[src/verilog/tres_pkg.sv]
package tres_pkg;

	// register index and byte address, one word per index
	localparam logic [7:0]  TRES_IDX_FRAC      = 8'h0E;
	localparam logic [7:0]  TRES_IDX_INT       = 8'h0F;
	localparam logic [11:0] TRES_ADDR_FRAC     = {2'h0, TRES_IDX_FRAC, 2'h0};
	localparam logic [11:0] TRES_ADDR_INT      = {2'h0, TRES_IDX_INT, 2'h0};
	localparam logic [11:0] TRES_ADDR_IRQ_STAT = 12'h040;
	localparam logic [11:0] TRES_ADDR_IRQ_MASK = 12'h044;

	// low byte field positions
	localparam int TRES_POS_MEM_FAIL   = 3;
	localparam int TRES_POS_MEM_BUSY   = 2;
	localparam int TRES_POS_CLK_OUT    = 1;
	localparam int TRES_POS_SWITCHOVER = 0;

	// interrupt status bit positions
	localparam int TRES_IRQ_POS_UPDATE = 0;
	localparam int TRES_IRQ_POS_FLAGS  = 1;

	// reset values
	localparam logic [11:0] TRES_TEMP_RESET = 12'h000;
	localparam logic [1:0]  TRES_IRQ_RESET  = 2'h0;
	localparam logic [1:0]  TRES_MASK_RESET = 2'h0;

	// timing: 1 s tick at 100 MHz
	localparam longint TRES_CLK_HZ      = 100000000;
	localparam longint TRES_TICK_S      = 1;
	localparam int     TRES_TICK_CYCLES = int'(TRES_CLK_HZ * TRES_TICK_S);

	typedef struct packed {
		logic memory_fail_flag;
		logic memory_busy_flag;
		logic clock_output_flag;
		logic supply_switchover_flag;
	} tres_flags_t;

	typedef struct packed {
		logic [11:0] code;
		tres_flags_t flags;
	} tres_meas_t;

endpackage

[src/verilog/tres_regs.sv]
// Functional notes
// - temperature is 12-bit two's complement code, degrees are signed value over 16
// - low byte: fraction bits 7:4, memory fail, busy, clock out, switchover in 3:0
// - high byte is read-only: sign in bit 7, integer weights in 6:0
// - code reads all zeros after reset until the first measurement
// - both bytes update directly, no shadow or read latching
// - writes to the high byte are ignored
//
// Implementation choice: the APB register port.
module tres_regs #(
	parameter int TICK_CYCLES = tres_pkg::TRES_TICK_CYCLES
) (
	// clock and reset
	input  wire logic                ref_clk,
	input  wire logic                reset_n,
	// measurement engine
	input  wire tres_pkg::tres_meas_t meas_in,
	output logic                     meas_tick,
	// apb slave
	input  wire logic                psel,
	input  wire logic                penable,
	input  wire logic                pwrite,
	input  wire logic [11:0]         paddr,
	input  wire logic [31:0]         pwdata,
	input  wire logic [3:0]          pstrb,
	output logic [31:0]              prdata,
	output logic                     pready,
	output logic                     pslverr,
	// interrupt
	output logic                     irq
);
	import tres_pkg::*;

	logic        tick;
	logic [11:0] code;
	tres_flags_t flags;
	logic [1:0]  irq_stat;
	logic [1:0]  irq_mask;
	logic [31:0] next_prdata;
	logic        next_pslverr;
	logic [11:0] next_code;
	tres_flags_t next_flags;
	logic [1:0]  next_irq_stat;
	logic [1:0]  next_irq_mask;
	logic        next_irq;
	logic        access;
	logic        wr;

	function automatic logic addr_known(input logic [11:0] a);
		addr_known = (a == TRES_ADDR_FRAC) || (a == TRES_ADDR_INT)
			|| (a == TRES_ADDR_IRQ_STAT) || (a == TRES_ADDR_IRQ_MASK);
	endfunction

	tres_tick #(
		.TICK_CYCLES(TICK_CYCLES)
	) u_tick (
		.ref_clk(ref_clk),
		.reset_n(reset_n),
		.tick   (tick)
	);

	// one access cycle, answer in setup+1: pready registered high for one cycle
	assign access = psel && !penable;
	assign wr     = psel && penable && pready && pwrite;

	always_comb
	begin
		next_code     = code;
		next_flags    = flags;
		next_irq_stat = irq_stat;
		next_irq_mask = irq_mask;
		next_prdata   = 32'h00000000;
		next_pslverr  = 1'b0;
		if (tick)
		begin
			next_code  = meas_in.code;
			next_flags = meas_in.flags;
		end
		// write-one-to-clear, set wins
		if (wr && paddr == TRES_ADDR_IRQ_STAT && pstrb[0])
			next_irq_stat = irq_stat & ~pwdata[1:0];
		if (wr && paddr == TRES_ADDR_IRQ_MASK && pstrb[0])
			next_irq_mask = pwdata[1:0];
		if (tick)
		begin
			next_irq_stat[TRES_IRQ_POS_UPDATE] = 1'b1;
			if (meas_in.flags != flags)
				next_irq_stat[TRES_IRQ_POS_FLAGS] = 1'b1;
		end
		// writes to both temperature bytes leave them unchanged
		if (access)
		begin
			next_pslverr = !addr_known(paddr);
			case (paddr)
				TRES_ADDR_FRAC:     next_prdata = {24'h000000, code[3:0], flags};
				TRES_ADDR_INT:      next_prdata = {24'h000000, code[11:4]};
				TRES_ADDR_IRQ_STAT: next_prdata = {30'h00000000, irq_stat};
				TRES_ADDR_IRQ_MASK: next_prdata = {30'h00000000, irq_mask};
				default:            next_prdata = 32'h00000000;
			endcase
		end
		else
			next_prdata = prdata;
		next_irq = |(next_irq_stat & next_irq_mask);
	end

	always_ff @(posedge ref_clk or negedge reset_n)
	begin
		if (!reset_n)
		begin
			code      <= TRES_TEMP_RESET;
			flags     <= '0;
			irq_stat  <= TRES_IRQ_RESET;
			irq_mask  <= TRES_MASK_RESET;
			prdata    <= 32'h00000000;
			pready    <= 1'b0;
			pslverr   <= 1'b0;
			irq       <= 1'b0;
			meas_tick <= 1'b0;
		end
		else
		begin
			code      <= next_code;
			flags     <= next_flags;
			irq_stat  <= next_irq_stat;
			irq_mask  <= next_irq_mask;
			prdata    <= next_prdata;
			pready    <= access;
			pslverr   <= access ? next_pslverr : 1'b0;
			irq       <= next_irq;
			meas_tick <= tick;
		end
	end

	// cycles since the last tick, minus one at reset so the first period counts alike
	int unsigned tick_gap;
	int unsigned next_tick_gap;

	always_comb
	begin
		next_tick_gap = tick_gap + 1;
		if (tick)
			next_tick_gap = 0;
	end

	always_ff @(posedge ref_clk or negedge reset_n)
	begin
		if (!reset_n)
			tick_gap <= 32'hFFFFFFFF;
		else
			tick_gap <= next_tick_gap;
	end
endmodule

[src/verilog/tres_tick.sv]
module tres_tick #(
	parameter int TICK_CYCLES = tres_pkg::TRES_TICK_CYCLES
) (
	// clock and reset
	input  wire logic ref_clk,
	input  wire logic reset_n,
	// one-cycle timebase pulse
	output logic      tick
);
	import tres_pkg::*;

	logic [31:0] count;
	logic [31:0] next_count;
	logic        next_tick;

	always_comb
	begin
		next_tick  = 1'b0;
		next_count = count + 32'h00000001;
		if (count >= 32'(TICK_CYCLES - 1))
		begin
			next_count = 32'h00000000;
			next_tick  = 1'b1;
		end
	end

	always_ff @(posedge ref_clk or negedge reset_n)
	begin
		if (!reset_n)
		begin
			count <= 32'h00000000;
			tick  <= 1'b0;
		end
		else
		begin
			count <= next_count;
			tick  <= next_tick;
		end
	end

endmodule
[config.mk]
export PLATFORM = sky130hd
export DESIGN_NAME = tres_regs
export DESIGN_NICKNAME = d
export VERILOG_FILES = /design/src/verilog/tres_pkg.sv /design/src/verilog/tres_regs.sv /design/src/verilog/tres_tick.sv
export SDC_FILE = /design/constraint.sdc
export NUM_CORES = 1
export LEC_CHECK = 0
export ABC_AREA = 1
export BUFFER_PORTS_ARGS = -buffer_cell sky130_fd_sc_hd__clkbuf_2
export CAP_MARGIN = 0
export CORE_MARGIN = 3
export CORE_UTILIZATION = 55
export DETAILED_ROUTE_END_ITERATION = 12
export GPL_ROUTABILITY_DRIVEN = 0
export GPL_TIMING_DRIVEN = 0
export PLACE_DENSITY_LB_ADDON = 0.1
export SLEW_MARGIN = 20
export SYNTH_ARGS = -nofsm -noshare
export SYNTH_HDL_FRONTEND = slang
export SYNTH_SLANG_ARGS = --single-unit
[constraint.sdc]
create_clock -name ref_clk -period 2.15 [get_ports ref_clk]
set_input_delay 0.215 -clock ref_clk [delete_from_list [all_inputs] [get_ports ref_clk]]
set_output_delay 0.215 -clock ref_clk [all_outputs]
set_load 0.05 [all_outputs]
==> run_summary.xml <==
<?xml version="1.0" encoding="UTF-8"?>
<metrics>
  <group name="power_and_ir_drop">
    <metric name="sequentialPowerShare" unit="">0.453</metric>
    <metric name="power_per_cell_area" unit="mW/mm^2">672</metric>
    <metric name="clock_power_share" unit="">0.451</metric>
    <metric name="power_switching" unit="mW">0.683</metric>
    <metric name="combinationalPowerShare" unit="">0.097</metric>
    <metric name="cell_internal_power" unit="mW">2.10</metric>
    <metric name="tot_pwr" unit="mW">2.78</metric>
    <metric name="sw_frac_of_total" unit="">0.245</metric>
    <metric name="power.ir.vdd_worst" unit="mV">0.643</metric>
    <metric name="power.leakage" unit="nW">2.10</metric>
  </group>
  <group name="placement">
    <metric name="port_buffers" unit="">47</metric>
    <metric name="detailed_place_hpwl" unit="um">5590</metric>
    <metric name="post-place-cells" unit="">606</metric>
    <metric name="placedInstanceArea" unit="sq mm">0.00389</metric>
    <metric name="post_placement_setup_slack" unit="ns">0.438</metric>
  </group>
  <group name="floorplanning">
    <metric name="placementRows" unit="">28</metric>
    <metric name="die-height" unit="um">85.0</metric>
    <metric name="floorplan.die_area" unit="sq mm">0.00722</metric>
    <metric name="io_pins" unit="">105</metric>
    <metric name="coreArea" unit="sq mm">0.00599</metric>
    <metric name="start_util" unit="">0.573</metric>
    <metric name="floorplan.die.width" unit="um">85.0</metric>
  </group>
  <group name="sta">
    <metric name="final-hold-violation-count" unit="">0</metric>
    <metric name="clock-skew-final" unit="ns">0.00795</metric>
    <metric name="setup_violations" unit="">0</metric>
    <metric name="grt_setup_unrepaired" unit="">no</metric>
    <metric name="final.hold.worst_slack" unit="ns">0.0794</metric>
    <metric name="fmaxAchievable" unit="MHz">583</metric>
    <metric name="maxSlewViolCount" unit="">0</metric>
    <metric name="clock_period_minus_final_worst_setup_slack" unit="ns">1.72</metric>
    <metric name="worst_slack" unit="ns">0.435</metric>
    <metric name="tcrit_tclk_final" unit="">0.798</metric>
    <metric name="fin_setup_tns" unit="ns">0</metric>
  </group>
  <group name="yosys">
    <metric name="synthesis.yosys.warnings" unit="">0</metric>
    <metric name="synth_cells" unit="">455</metric>
    <metric name="yosysUniqueCellTypes" unit="">25</metric>
    <metric name="synth-seq-area-share" unit="">0.474</metric>
    <metric name="postSynthAreaPerCell" unit="sq um">7.54</metric>
    <metric name="netlist_area" unit="sq mm">0.00343</metric>
    <metric name="synth-seq-cells" unit="">65</metric>
  </group>
  <group name="min_path">
    <metric name="min_from" unit="">meas_in[8]</metric>
    <metric name="hold_path.class" unit="">input pin to flip-flop</metric>
    <metric name="worst_hold_path.num_cells" unit="">3</metric>
    <metric name="whs_endpoint" unit="">code[4]$_DFFE_PN0P_</metric>
  </group>
  <group name="routing">
    <metric name="viasPerCell" unit="">4.77</metric>
    <metric name="routed_wirelength" unit="um">7300</metric>
    <metric name="first_pass_iters" unit="">4</metric>
    <metric name="route.antenna.remaining_nets" unit="">0</metric>
    <metric name="route.detailed.wl_per_inst" unit="um">11.7</metric>
    <metric name="drcViolationCount" unit="">0</metric>
    <metric name="detailedRoute.firstIterationViolations" unit="">164</metric>
    <metric name="vias_post_dr" unit="">2973</metric>
  </group>
  <group name="global_routing">
    <metric name="wire_length_of_the_first_global_routing_pass" unit="um">12500</metric>
    <metric name="antenna_violations_before_repair" unit="">0</metric>
    <metric name="grt_start_max_net_pins" unit="">44</metric>
    <metric name="grt_pass1_vias" unit="">2849</metric>
    <metric name="grt_remaining_overflow" unit="">0</metric>
    <metric name="grt_usage" unit="">0.217</metric>
  </group>
  <group name="final_layout">
    <metric name="antenna-diode-count" unit="">0</metric>
    <metric name="multiInputGateArea" unit="sq mm">0.00151</metric>
    <metric name="areaGrowthSynthToFinish" unit="%">20.7</metric>
    <metric name="ff_latch_area" unit="sq mm">0.00163</metric>
    <metric name="final_design_area_no_fill" unit="sq mm">0.00414</metric>
    <metric name="fillers" unit="">501</metric>
    <metric name="final_cells" unit="">623</metric>
    <metric name="post_route_cells_drive_above_1_share" unit="">0.181</metric>
    <metric name="mostFrequentLayoutCell" unit="">nand2_1</metric>
    <metric name="layout.cells.most_common_list" unit="">nand2_1 (146), nor2_1 (69), dfrtp_1 (65), clkbuf_2 (46), inv_1 (45)</metric>
    <metric name="nets" unit="">613</metric>
    <metric name="layout.core_utilization" unit="">0.691</metric>
  </group>
  <group name="clocking">
    <metric name="post-cts-setup-buffer-count" unit="">0</metric>
    <metric name="clk-insertion-delay-late" unit="ns">0.34</metric>
    <metric name="cts_buffers" unit="">9</metric>
    <metric name="cts.path.max_buffers" unit="">2</metric>
    <metric name="cts.clk_slew.worst_paths" unit="ns">0.08</metric>
    <metric name="cts-root-buf" unit="">clkbuf_8</metric>
    <metric name="clock_sinks" unit="">65</metric>
    <metric name="htree_levels" unit="">3</metric>
    <metric name="post_cts.resized_instances" unit="">0</metric>
    <metric name="tritoncts" unit="">done</metric>
  </group>
  <group name="critical_path">
    <metric name="regToRegEndpoint" unit="">u_tick.count[25]$_DFF_PN0_</metric>
    <metric name="setup.worst_path.class" unit="">flip-flop to flip-flop</metric>
    <metric name="reg2reg_depth" unit="">11</metric>
    <metric name="reg2reg_from" unit="">u_tick.count[0]$_DFF_PN0_</metric>
    <metric name="critical_path_arrival" unit="ns">1.94</metric>
    <metric name="timing.critical_path.from" unit="">u_tick.count[0]$_DFF_PN0_</metric>
    <metric name="cp.required" unit="ns">2.38</metric>
    <metric name="worst-r2r-setup-slack" unit="ns">0.43</metric>
    <metric name="crit_fanout" unit="">10</metric>
    <metric name="cp-start-kind" unit="">flip-flop</metric>
    <metric name="setup.worst_path.end_class" unit="">flip-flop</metric>
  </group>
  <group name="status">
    <metric name="run_status" unit="">finished, final reports clean</metric>
  </group>
  <group name="run">
    <metric name="drv.max_cap_violation_count" unit="">0</metric>
  </group>
</metrics>
-- Yosys cell counts --
cell      count  area, sq um
clkinv_1      3         11.3
nand3_1      23          115
o21ai_0      18         90.1
nor2_4        1         11.3
nand2_2       2         12.5
o21ai_1       1         5.00
nand4_1       6         37.5
nor3_1       16         80.1
xnor2_1       7         61.3
buf_6         2         22.5
a21oi_1       2         10.0
nand2_4       1         11.3
nor2_2        3         18.8
inv_1        45          169
nor2_1       69          259
clkbuf_1      3         11.3
o21a_1        1         7.51
nand3_2       1         10.0
conb_1        1         3.75
xor2_1       13          114
buf_4        24          180
nand2_1     146          548
ha_1          1         12.5
inv_2         1         3.75
dfrtp_1      65         1630
-- worst max path at each step --
stage	end	slack [ns]	depth (start not counted)
CTS	u_tick.count[18]$_DFF_PN0_	0.41	11
global placement	u_tick.tick$_DFF_PN0_	0.43	1
global route	u_tick.count[24]$_DFF_PN0_	0.27	11
detailed placement	u_tick.count[19]$_DFF_PN0_	0.44	11
floorplan	u_tick.count[19]$_DFF_PN0_	0.71	11
finish	u_tick.count[25]$_DFF_PN0_	0.43	11
-- state kept, by name (all words and copies together) (netlist names) --
register and count:
prdata 8, u_tick.tick 1, pready 1, meas_tick 1, irq 1, u_tick.count 32
irq_mask 2, irq_stat 2, flags 4, pslverr 1, code 12
-- critical path, cell delays in order, from the launching register on --
cell and delay (ns):
dfrtp_1 0.38, ha_1 0.21, nand3_2 0.12, inv_1 0.12, nand2_2 0.10, inv_2 0.10
nand2_1 0.06, nand2_1 0.09, nand2_2 0.07, nand2_4 0.13, buf_6 0.18, nor2_1 0.05
-- metal layers --
| metal | global-route usage | vias to the layer above | part of all wire |
|---|---|---|---|
| met4 | 0.0777 | 0 | 0.013 |
| met3 | 0.0447 | 12 | 0.047 |
| met5 | 0 | - | 0 |
| met1 | 0.274 | 1347 | 0.44 |
| li1 | - | 1527 | - |
| met2 | 0.371 | 87 | 0.50 |
-- power groups by stage --
stage	clock (mW)	sequential, mW	combinational, mW
finish	1.25	1.26	0.269
global route	1.33	1.26	0.295
floorplan	0	1.29	0.179
detailed placement	0	1.28	0.268
global placement	0	1.28	0.260
CTS	1.27	1.26	0.270
-- kinds of logic after synthesis --
logic type / after synthesis / synth area share
adders and majority gates: 1 / 0.00365
xor gates and xnor gates: 20 / 0.0510
other: 1 / 0.00109
and+or+nand+nor: 268 / 0.322
DFF: 65 / 0.474
buffers and inverters: 78 / 0.116
AOI/OAI and AO/OA: 22 / 0.0328
-- cell type report --
class	count	area share
tap	75	0.0227
clock inverter	7	0.0287
timing repair buffer	49	0.0647
multi-input combinational	340	0.365
buffer	29	0.0517
sequential	65	0.393
clock buffer	9	0.0299
inverter	49	0.0444
-- repair_timing --
| item | 4_1_cts | 5_1_grt |
|---|---|---|
| hold buffers | 1 | 0 |
| endpoints found under the hold margin | 22 | 0 |
| endpoints found under the setup margin | 0 | 0 |
(Power assumes the default switching activity.)
